===== src/logic/mac_stats_pkg.sv =====
// shared constants and types for the mac statistics event block
package mac_stats_pkg;

	// counter widths, and frame size limits in bytes including the checksum
	localparam int unsigned BYTE_COUNT_W    = 16;
	localparam int unsigned TOTAL_W         = 64;
	localparam logic [15:0] MIN_FRAME_BYTES = 16'h0040;
	localparam logic [15:0] DEF_MAX_BYTES   = 16'h05ee;

	// reset values
	localparam logic [15:0] BYTES_RESET     = 16'h0000;
	localparam logic [63:0] TOTAL_RESET     = 64'h0000_0000_0000_0000;

	// destination address class of a received frame
	typedef enum logic [1:0]
	{
		CAST_UNICAST,
		CAST_MULTICAST,
		CAST_BROADCAST
	} cast_e;

endpackage


===== src/logic/frame_error_sort.sv =====
// sorts one finished frame into size and checksum error classes
`timescale 1ns/10ps
`default_nettype none

module frame_error_sort
	import mac_stats_pkg::*;
(
	input  wire logic [15:0] frame_bytes,
	input  wire logic [15:0] max_bytes,
	input  wire logic        checksum_bad,
	input  wire logic        length_field_bad,
	output logic             undersize,
	output logic             oversize,
	output logic             fragment,
	output logic             jabber,
	output logic             size_good_checksum_bad,
	output logic             errored
);

	always_comb
	begin
		undersize              = frame_bytes < MIN_FRAME_BYTES;
		oversize               = frame_bytes > max_bytes;
		fragment               = undersize & checksum_bad;
		jabber                 = oversize & checksum_bad;
		size_good_checksum_bad = ~undersize & ~oversize & checksum_bad;
		// qualifying frames are those with none of these set
		errored = checksum_bad | undersize | oversize | length_field_bad;
	end

endmodule // frame_error_sort

`default_nettype wire


===== src/logic/octet_tally.sv =====
// per-frame payload byte count with strobe, and running byte total
`timescale 1ns/10ps
`default_nettype none

module octet_tally
	import mac_stats_pkg::*;
#(
	parameter int unsigned COUNT_W        = BYTE_COUNT_W,
	parameter int unsigned SUM_W          = TOTAL_W,
	parameter bit          TOTALS_PRESENT = 1'b1
)
(
	input  wire logic               clk,
	input  wire logic               rst_n,
	input  wire logic               ce,
	input  wire logic               frame_done,
	input  wire logic               qualifies,
	input  wire logic [COUNT_W-1:0] payload_bytes,
	output logic      [COUNT_W-1:0] frame_bytes,
	output logic                    frame_bytes_strobe,
	output logic      [SUM_W-1:0]   byte_total
);

	typedef struct packed
	{
		logic [COUNT_W-1:0] bytes;
		logic               strobe;
		logic [SUM_W-1:0]   total;
	} tally_s;

	tally_s tally_reg;
	tally_s tally_next;

	always_comb
	begin
		tally_next        = tally_reg;
		if (ce)
		begin
			tally_next.strobe = 1'b0;
			if (frame_done && qualifies)
			begin
				tally_next.bytes  = payload_bytes;
				tally_next.strobe = 1'b1;
				if (TOTALS_PRESENT)
					tally_next.total = tally_reg.total
						+ SUM_W'(payload_bytes);
			end
		end
	end

	always_ff @(posedge clk or negedge rst_n)
	begin
		if (!rst_n)
			tally_reg <= '{
				bytes:  COUNT_W'(BYTES_RESET),
				strobe: 1'b0,
				total:  SUM_W'(TOTAL_RESET)
			};
		else
			tally_reg <= tally_next;
	end

	// per-frame outputs run whether or not totals are kept
	assign frame_bytes        = tally_reg.bytes;
	assign frame_bytes_strobe = tally_reg.strobe;
	assign byte_total         = tally_reg.total;

endmodule // octet_tally

`default_nettype wire


===== src/logic/mac_rx_stats_octet_pulses.sv =====
// receive statistics pulses and octet count outputs of the mac
// Summary of operation
// - separate pulses for bad and good multicast data frames, control frames excluded.
// - separate pulses for bad and good broadcast data frames.
// - separate pulses for bad and good unicast data frames.
// - pulse per good control frame of each cast type.
// - one pulse per good pause frame received.
// - one pulse per frame with a checksum error.
// - fragment pulse when frame below 64 bytes with checksum error.
// - jabber pulse when oversized frame has checksum error.
// - pulse when frame size is fine but checksum is bad.
// - pulse for each errored pause frame.
// - separate pulses for errored control frames of each cast type.
// - 64-bit receive and transmit totals of qualifying payload bytes.
// - each direction gives a 16-bit per-frame byte count with strobe.
// - byte strobe fires only for frames free of all four errors.
// - per-frame byte outputs work even without the totals.
// - both directions' octet outputs belong to the one shared clock, clk.
`timescale 1ns/10ps
`default_nettype none

module mac_rx_stats_octet_pulses
	import mac_stats_pkg::*;
#(
	parameter bit TOTALS_PRESENT = 1'b1
)
(
	input  wire logic                 clk,
	input  wire logic                 rst_n,
	input  wire logic                 ce,
	// receive frame descriptor, one cycle at frame end
	input  wire logic                 rx_frame_done,
	input  wire mac_stats_pkg::cast_e rx_cast,
	input  wire logic                 rx_is_control,
	input  wire logic                 rx_is_pause,
	input  wire logic [15:0]          rx_frame_len,
	input  wire logic [15:0]          rx_payload_len,
	input  wire logic                 rx_checksum_bad,
	input  wire logic                 rx_length_field_bad,
	input  wire logic [15:0]          rx_max_frame_bytes,
	// transmit frame descriptor, one cycle at frame end
	input  wire logic                 tx_frame_done,
	input  wire logic [15:0]          tx_frame_len,
	input  wire logic [15:0]          tx_payload_len,
	input  wire logic                 tx_checksum_bad,
	input  wire logic                 tx_length_field_bad,
	input  wire logic [15:0]          tx_max_frame_bytes,
	// receive event pulses
	output logic                      rx_mcast_data_bad_pulse,
	output logic                      rx_mcast_data_good_pulse,
	output logic                      rx_bcast_data_bad_pulse,
	output logic                      rx_bcast_data_good_pulse,
	output logic                      rx_ucast_data_bad_pulse,
	output logic                      rx_ucast_data_good_pulse,
	output logic                      rx_mcast_ctrl_pulse,
	output logic                      rx_bcast_ctrl_pulse,
	output logic                      rx_ucast_ctrl_pulse,
	output logic                      rx_pause_pulse,
	output logic                      rx_checksum_bad_pulse,
	output logic                      rx_fragment_pulse,
	output logic                      rx_jabber_pulse,
	output logic                      rx_size_good_checksum_bad_pulse,
	output logic                      rx_pause_bad_pulse,
	output logic                      rx_mcast_ctrl_bad_pulse,
	output logic                      rx_bcast_ctrl_bad_pulse,
	output logic                      rx_ucast_ctrl_bad_pulse,
	// octet count outputs
	output logic [15:0]               rx_frame_payload_bytes,
	output logic                      rx_frame_payload_bytes_strobe,
	output logic [63:0]               rx_good_payload_byte_total,
	output logic [15:0]               tx_frame_payload_bytes,
	output logic                      tx_frame_payload_bytes_strobe,
	output logic [63:0]               tx_good_payload_byte_total
);

	typedef struct packed
	{
		logic mcast_data_bad;
		logic mcast_data_good;
		logic bcast_data_bad;
		logic bcast_data_good;
		logic ucast_data_bad;
		logic ucast_data_good;
		logic mcast_ctrl;
		logic bcast_ctrl;
		logic ucast_ctrl;
		logic pause;
		logic checksum_bad;
		logic fragment;
		logic jabber;
		logic size_good_checksum_bad;
		logic pause_bad;
		logic mcast_ctrl_bad;
		logic bcast_ctrl_bad;
		logic ucast_ctrl_bad;
	} pulse_s;

	pulse_s pulse_reg;
	pulse_s pulse_next;

	logic   rx_undersize;
	logic   rx_oversize;
	logic   rx_fragment;
	logic   rx_jabber;
	logic   rx_size_good_checksum_bad;
	logic   rx_errored;
	logic   tx_errored;
	logic   is_ucast;
	logic   is_mcast;
	logic   is_bcast;
	logic   rx_good;
	logic   rx_data;

	frame_error_sort rx_sort
	(
		.frame_bytes            (rx_frame_len),
		.max_bytes              (rx_max_frame_bytes),
		.checksum_bad           (rx_checksum_bad),
		.length_field_bad       (rx_length_field_bad),
		.undersize              (rx_undersize),
		.oversize               (rx_oversize),
		.fragment               (rx_fragment),
		.jabber                 (rx_jabber),
		.size_good_checksum_bad (rx_size_good_checksum_bad),
		.errored                (rx_errored)
	);

	frame_error_sort tx_sort
	(
		.frame_bytes            (tx_frame_len),
		.max_bytes              (tx_max_frame_bytes),
		.checksum_bad           (tx_checksum_bad),
		.length_field_bad       (tx_length_field_bad),
		.undersize              (),
		.oversize               (),
		.fragment               (),
		.jabber                 (),
		.size_good_checksum_bad (),
		.errored                (tx_errored)
	);

	// destination class decode; the fourth code names no class
	always_comb
	begin
		is_ucast = 1'b0;
		is_mcast = 1'b0;
		is_bcast = 1'b0;
		unique case (rx_cast)
			CAST_UNICAST:   is_ucast = 1'b1;
			CAST_MULTICAST: is_mcast = 1'b1;
			CAST_BROADCAST: is_bcast = 1'b1;
			default:
			begin
				is_ucast = 1'b0;
			end
		endcase
	end

	assign rx_good = ~rx_errored;
	assign rx_data = ~rx_is_control;

	always_comb
	begin
		pulse_next = pulse_reg;
		if (ce)
		begin
			// pulses drop after one cycle unless a new frame ends
			pulse_next = '0;
			if (rx_frame_done)
			begin
				pulse_next.mcast_data_good =
					is_mcast & rx_data & rx_good;
				pulse_next.mcast_data_bad  =
					is_mcast & rx_data & rx_errored;
				pulse_next.bcast_data_bad  =
					is_bcast & rx_data & rx_errored;
				pulse_next.bcast_data_good =
					is_bcast & rx_data & rx_good;
				pulse_next.ucast_data_bad  =
					is_ucast & rx_data & rx_errored;
				pulse_next.ucast_data_good =
					is_ucast & rx_data & rx_good;
				pulse_next.mcast_ctrl =
					is_mcast & rx_is_control & rx_good;
				pulse_next.bcast_ctrl =
					is_bcast & rx_is_control & rx_good;
				pulse_next.ucast_ctrl =
					is_ucast & rx_is_control & rx_good;
				pulse_next.pause = rx_is_pause & rx_good;
				pulse_next.checksum_bad = rx_checksum_bad;
				pulse_next.fragment = rx_fragment;
				pulse_next.jabber = rx_jabber;
				pulse_next.size_good_checksum_bad =
					rx_size_good_checksum_bad;
				pulse_next.pause_bad = rx_is_pause & rx_errored;
				pulse_next.mcast_ctrl_bad =
					is_mcast & rx_is_control & rx_errored;
				pulse_next.bcast_ctrl_bad =
					is_bcast & rx_is_control & rx_errored;
				pulse_next.ucast_ctrl_bad =
					is_ucast & rx_is_control & rx_errored;
			end
		end
	end

	always_ff @(posedge clk or negedge rst_n)
	begin
		if (!rst_n)
			pulse_reg <= '0;
		else
			pulse_reg <= pulse_next;
	end

	assign rx_mcast_data_bad_pulse         = pulse_reg.mcast_data_bad;
	assign rx_mcast_data_good_pulse        = pulse_reg.mcast_data_good;
	assign rx_bcast_data_bad_pulse         = pulse_reg.bcast_data_bad;
	assign rx_bcast_data_good_pulse        = pulse_reg.bcast_data_good;
	assign rx_ucast_data_bad_pulse         = pulse_reg.ucast_data_bad;
	assign rx_ucast_data_good_pulse        = pulse_reg.ucast_data_good;
	assign rx_mcast_ctrl_pulse             = pulse_reg.mcast_ctrl;
	assign rx_bcast_ctrl_pulse             = pulse_reg.bcast_ctrl;
	assign rx_ucast_ctrl_pulse             = pulse_reg.ucast_ctrl;
	assign rx_pause_pulse                  = pulse_reg.pause;
	assign rx_checksum_bad_pulse           = pulse_reg.checksum_bad;
	assign rx_fragment_pulse               = pulse_reg.fragment;
	assign rx_jabber_pulse                 = pulse_reg.jabber;
	assign rx_size_good_checksum_bad_pulse = pulse_reg.size_good_checksum_bad;
	assign rx_pause_bad_pulse              = pulse_reg.pause_bad;
	assign rx_mcast_ctrl_bad_pulse         = pulse_reg.mcast_ctrl_bad;
	assign rx_bcast_ctrl_bad_pulse         = pulse_reg.bcast_ctrl_bad;
	assign rx_ucast_ctrl_bad_pulse         = pulse_reg.ucast_ctrl_bad;

	// both directions share clk in this build
	octet_tally
	#(
		.COUNT_W        (BYTE_COUNT_W),
		.SUM_W          (TOTAL_W),
		.TOTALS_PRESENT (TOTALS_PRESENT)
	)
	rx_tally
	(
		.clk                (clk),
		.rst_n              (rst_n),
		.ce                 (ce),
		.frame_done         (rx_frame_done),
		.qualifies          (~rx_errored),
		.payload_bytes      (rx_payload_len),
		.frame_bytes        (rx_frame_payload_bytes),
		.frame_bytes_strobe (rx_frame_payload_bytes_strobe),
		.byte_total         (rx_good_payload_byte_total)
	);

	octet_tally
	#(
		.COUNT_W        (BYTE_COUNT_W),
		.SUM_W          (TOTAL_W),
		.TOTALS_PRESENT (TOTALS_PRESENT)
	)
	tx_tally
	(
		.clk                (clk),
		.rst_n              (rst_n),
		.ce                 (ce),
		.frame_done         (tx_frame_done),
		.qualifies          (~tx_errored),
		.payload_bytes      (tx_payload_len),
		.frame_bytes        (tx_frame_payload_bytes),
		.frame_bytes_strobe (tx_frame_payload_bytes_strobe),
		.byte_total         (tx_good_payload_byte_total)
	);

endmodule // mac_rx_stats_octet_pulses

`default_nettype wire


===== config.mk =====
export PLATFORM = sky130hd
export DESIGN_NAME = mac_rx_stats_octet_pulses
export DESIGN_NICKNAME = d
export VERILOG_FILES = /design/src/logic/mac_stats_pkg.sv /design/src/logic/frame_error_sort.sv /design/src/logic/octet_tally.sv /design/src/logic/mac_rx_stats_octet_pulses.sv
export SDC_FILE = /design/constraint.sdc
export NUM_CORES = 1
export LEC_CHECK = 0
export ABC_AREA = 1
export ABC_CLOCK_PERIOD_IN_PS = 4150
export BUFFER_PORTS_ARGS = -buffer_cell sky130_fd_sc_hd__buf_2
export CAP_MARGIN = 20
export CORE_ASPECT_RATIO = 1.2
export CORE_MARGIN = 4
export CORE_UTILIZATION = 40
export CTS_CLUSTER_DIAMETER = 60
export CTS_CLUSTER_SIZE = 10
export DETAILED_ROUTE_END_ITERATION = 6
export PLACE_DENSITY_LB_ADDON = 0.12
export RECOVER_POWER = 50
export REMOVE_ABC_BUFFERS = 1
export SYNTH_ARGS = -nofsm -noshare
export SYNTH_HDL_FRONTEND = slang
export SYNTH_SLANG_ARGS = --single-unit

===== constraint.sdc =====
create_clock -name clk -period 4.15 [get_ports clk]
set_input_delay 0.83 -clock clk [delete_from_list [all_inputs] [get_ports clk]]
set_output_delay 0.83 -clock clk [all_outputs]
set_load 0.05 [all_outputs]

[Word level (Yosys, flattened, before mapping)]
Cells that the tools add are included.
Cells by class
  add/sub/neg operators: 2
  magnitude comparators: 4
  equal/unequal tests: 2
  muxes and demuxes: 6
  bitwise operators: 35
  reductions and logical operators: 5
Operators with widths (number)
  65-bit 2-to-1 mux: 2
  64-bit by 16-bit adder with 64-bit output: 2
  16-bit greater-than comparator: 2
  16-bit by 7-bit less-than comparator with 1-bit output (second input constant): 2
  1-bit AND: 24
  18-bit 2-to-1 mux: 1
  1-bit bitwise OR: 6
  1-bit inverter: 5
  2-bit AND reduction: 2
  1-bit 2-to-1 mux: 3
  2-bit by 1-bit equality test with 1-bit output (second input constant): 1
  2-bit equality test (second input constant): 1
  1-bit logical AND: 2
  2-bit zero test: 1
Storage, ports and cells
  register bits: 180
  input bits: 109
  output and inout bits: 180
  logic and storage cells: 78

[Longest topological paths before layout]
  word-level depth: 7
  mapped depth: 18
  mapped depth without buffers: 16

[By module]
A second synthesis with hierarchy kept.
Second synthesis, totals
  cells, all modules: 2007
  area total of the unflattened synthesis: 13404.1 um2
Modules (own cells, without submodules)
  octet_tally: times used 2, cells each 869, area an instance 5784.3 um2, sequential area each 2026.9 um2
  frame_error_sort: times used 2, cells each 89, area an instance 531.8 um2, sequential area each 0.0 um2
  mac_rx_stats_octet_pulses: times used 1, cells each 91, area an instance 772.0 um2, sequential area each 450.4 um2

[Worst setup path after synthesis]
Ideal clock, no wire load.
  path type: input-to-reg
  start point: in tx_payload_len[0]
  end point: reg tx_tally.tally_reg (netlist bit tx_tally.byte_total[60])
  setup time: 0.118 ns
  arrival: 2.389 ns
  required time: 4.032 ns
  setup slack: 1.643 ns
  stages on the path: 14
  buffers on the path: 0
  cell sequence: ha_1 fa_1 nand3_1 nand3_1 nand2_1 nand2_1 nand2_1 nand2_1 nand2_1 nand2_1 nand3_1 nand2_1 nand2_1 nand2_1
Between the ends
  longest elaborated chain between the ends: 1
RTL lines
  from (decl): line mac_rx_stats_octet_pulses.sv:44  | input wire logic [15:0] tx_payload_len,
  64-bit by 16-bit adder with 64-bit output: line octet_tally.sv:46  | + SUM_W'(payload_bytes);
  to (signal assigned): line octet_tally.sv:54  | tally_reg <= '{
  to (signal assigned): line octet_tally.sv:60  | tally_reg <= tally_next;
  to (decl): line octet_tally.sv:31  | tally_s tally_reg;
Every way passes these cells.
A chain may end at the register's enable or synchronous reset.

==> PnR_summary.wiki <==
{| class="wikitable"
! Metric !! Value
|-
| Run status || finished with violations
|-
| Failing checks || max-capacitance violations, max-slew violations
|-
| Total of warnings raised by yosys || 0
|-
| # port buffers || 288
|-
| Final design area excluding fillers || 0.0164 sq mm
|-
| Die height || 213 um
|-
| Register bit total from synthesis || 180
|-
| Worst EP required || 4.68 ns
|-
| Stage delay of the slowest cell on the critical path || 1.76 ns
|-
| Row Count || 74
|-
| Least-Margin Pin Slew || 2.58 ns
|-
| Library cell occupying the most area in the post-synthesis netlist || sky130_fd_sc_hd__dfrtp_1
|-
| Wire length of the first global-routing pass || 79000 um
|-
| Total die area || 0.0381 sq mm
|-
| Die width || 179 um
|-
| Clock tree root buffer cell || sky130_fd_sc_hd__clkbuf_16
|-
| Total leakage power || 9.52 nW
|-
| Number of gates given a new drive strength after cts || 0
|-
| Initial drt markers || 884
|-
| Max Fclk || 333 MHz
|-
| Startpoint of the worst register-to-register path || tx_tally.byte_total[0]
|-
| Clock transition time at the flip-flop clock pins of the worst setup and hold paths || 0.08 ns
|-
| Initial antenna violation count || 3
|-
| Power per unit of standard cell area || 448 mW/mm^2
|-
| Starting density of the core || 40.8%
|-
| Mean number of vias per cell || 4.95
|-
| Residual antenna-violating net count after detailed routing || 0
|-
| Critical Setup Path Class || primary input to async pin
|-
| DRC violations left || 0
|-
| Num Clock Sinks || 180
|-
| Endpoint of the worst hold path || tx_tally.frame_bytes[14]
|-
| Worst max-slew margin expressed relative to the limit || -72.3%
|-
| RR Endpoint || tx_tally.byte_total[60]
|-
| Worst-case vdd ir drop || 363 uV
|-
| Clock Skew || 0.0177 ns
|-
| Most common cell after layout, fill and taps aside || sky130_fd_sc_hd__nand2_1
|-
| RSZ-0062 raised after global routing || no
|-
| Seq/Total Area, Yosys || 32.2%
|-
| Number of filler instances in the final layout || 3821
|-
| Core ar. || 0.0344 sq mm
|-
| Synthesized area || 0.0140 sq mm
|-
| Worst reg-to-reg path cell count || 15
|-
| Met3 wirelength from detailed routing || 1870 um
|-
| Maximum net fanout on the critical path || 90
|-
| Max H-tree Level || 4
|-
| Number of enable-type register cells in the synthesized netlist || 0
|-
| Period Utilization, post-route || 72.4%
|-
| Overall Power || 7.36 mW
|-
| Detailed Place HPWL || 40300 um
|-
| Reported max-cap violation count || 1
|-
| Length of routed wiring on met1 || 20500 um
|-
| Cells traversed along the worst timing path || clkbuf_2 > clkbuf_2
|-
| Final Hold Violating Endpoints || 0
|-
| Setup slack on the worst flop-to-flop path || 1.56 ns
|-
| Placement Setup Slack || 0.978 ns
|-
| Gate Count Post-Synth || 2306
|-
| Proportion of register bits with asynchronous set or reset after synthesis || 100%
|-
| Number of buffers on the longest clock path || 2
|-
| Startpoint of the most critical hold path || tx_tally.frame_bytes[14]
|-
| Post-CTS setup buffer count || 0
|-
| Number of global-route vias before repair || 14765
|-
| Area after detailed placement || 0.0159 sq mm
|-
| Global-route total usage across every layer || 26.7%
|-
| Post-Route Hold Slack || 0.481 ns
|-
| Worst-skew pair later-pin latency || 0.48 ns
|-
| Via count of the routed design || 15141
|-
| Number of hold buffers added after CTS || 0
|-
| Kind of capture point of the worst setup path || async pin
|-
| Number of optimization iterations in the first detailed-route pass || 5
|-
| Buf/Inv on CP || 2
|-
| Met2 WL || 26200 um
|-
| Fraction of layout cells with a size suffix above 1 || 9.89%
|-
| Primary FF master, synth || sky130_fd_sc_hd__dfrtp_1
|-
| Cell repeated most along the worst path || sky130_fd_sc_hd__clkbuf_2
|-
| Element type at the critical path start || primary input
|-
| Number of endpoints failing setup at the final stage || 0
|-
| Number of max-slew violations in the final report || 91
|-
| Smallest setup slack after layout || 1.14 ns
|-
| Highest signal layer in the routed design || met4
|-
| Wire length per cell after detailed routing || 16.6 um
|-
| Pin count of the biggest net entering global routing || 96
|-
| Cts bufs inserted || 17
|-
| Synth area leaders || sky130_fd_sc_hd__dfrtp_1, sky130_fd_sc_hd__nand2_1, sky130_fd_sc_hd__inv_1, sky130_fd_sc_hd__ha_1, sky130_fd_sc_hd__nand3_1
|-
| P&R area growth vs syn || 17.3%
|-
| Syn Area/Cell || 6.07 sq um
|-
| Crit path max-delay cell type || sky130_fd_sc_hd__clkbuf_2
|-
| I/O pin cnt || 289
|-
| Number of different library cells in the post-synthesis netlist || 35
|-
| Post-Route Setup TNS || 0 ns
|-
| Crit-path leading delay family || buffers and inverters
|-
| Post-layout net count || 2761
|-
| Global route total overflow || 0
|-
| Type of the most critical hold path || flop to flop
|-
| TritonCTS clock tree || built
|-
| Global placer's final weighted congestion || 0.985
|-
| Crit path time final || 3.01 ns
|-
| Most used cells in the layout excluding fill and tap cells || sky130_fd_sc_hd__nand2_1, sky130_fd_sc_hd__inv_1, sky130_fd_sc_hd__buf_2
|-
| Total wirelength of the detailed-routed design || 50800 um
|-
| Proportion of netlist area held by the largest area contributor || 32.2%
|-
| Number of cells on the worst hold path || 2
|-
| Crit path arrival time || 3.54 ns
|}
[synthesized netlist by cell type (16+ instances only)]
cell and number:
sky130_fd_sc_hd__xor2_1 36, sky130_fd_sc_hd__a21oi_1 32, sky130_fd_sc_hd__o21ai_0 22, sky130_fd_sc_hd__nor2_1 169
sky130_fd_sc_hd__nand3b_1 20, sky130_fd_sc_hd__xnor2_1 16, sky130_fd_sc_hd__buf_2 17, sky130_fd_sc_hd__nor3_1 39
sky130_fd_sc_hd__ha_1 64, sky130_fd_sc_hd__inv_1 286, sky130_fd_sc_hd__nand2_1 1182, sky130_fd_sc_hd__nand4_1 37
sky130_fd_sc_hd__nand3_1 151, sky130_fd_sc_hd__dfrtp_1 180
[how the worst max path moves through the flow]
stage | start | end | slack, ns | depth (start not counted)
detailed placement | tx_payload_len[0] | tx_tally.byte_total[60] | 0.98 | 16
global route | rst_n | tx_tally.byte_total[7] | 0.63 | 2
floorplan | tx_max_frame_bytes[9] | tx_tally.byte_total[17] | 0.02 | 13
CTS | tx_payload_len[0] | tx_tally.byte_total[60] | 1.46 | 16
finish | rst_n | tx_tally.frame_bytes_strobe | 1.14 | 2
global placement | tx_payload_len[0] | tx_tally.byte_total[60] | 0.98 | 16
[metrics by stage]
stage / cells / util, %
4_1_cts: 3055 / 48.2
3_5_place_dp: 3023 / 46.4
3_3_place_gp: 3023 / 46.4
5_1_grt: 3058 / 47.8
6_report: 3058 / 47.8
2_1_floorplan: 2270 / -
[layer usage]
| metal | global-route usage (%) | up-vias |
|---|---|---|
| li1 | - | 7682 |
| met1 | 31.5 | 6973 |
| met2 | 48.3 | 389 |
| met3 | 2.94 | 97 |
| met4 | 12.4 | 0 |
| met5 | 0 | - |
[tightest hold or removal path, cell delays in order (launching register included)]
cell and delay, ns:
sky130_fd_sc_hd__dfrtp_1 0.35, sky130_fd_sc_hd__nand2_1 0.05, sky130_fd_sc_hd__nand2_1 0.05
[flip-flops by register name, indices dropped and copies added, names as in the netlist, 16 cells and up]
| register | flops |
|---|---|
| rx_tally.frame_bytes | 16 |
| tx_tally.frame_bytes | 16 |
| rx_tally.byte_total | 64 |
| tx_tally.byte_total | 64 |
[power breakdown]
part           leakage [nW]  internal [mW]  total, mW  switching, mW
clock network         0.300          0.871       1.75          0.879
registers              2.42           2.00       2.20          0.207
logic                  6.79          0.854       3.41           2.55
total                  9.52           3.72       7.36           3.64
[cell type report]
class                      count  area [sq um]  share of cell area (%)
antenna                        3          7.51                  0.0457
clock buffer                  17           425                    2.59
clock inverter                15           183                    1.11
inverter                     287          1080                    6.56
multi-input combinational   1803          8230                    50.1
sequential                   180          4500                    27.4
tap                          456           571                    3.47
timing repair buffer         297          1420                    8.66
[kinds of logic after synthesis]
group                      synth area share, %
buffers and inverters                     9.02
xor gates and xnor gates                  3.25
AOI/OAI and AO/OA                         2.17
and+or+nand+nor                           47.4
adders and majority gates                 6.00
DFF                                       32.2
Note: power is estimated with default switching activity, not from simulation.
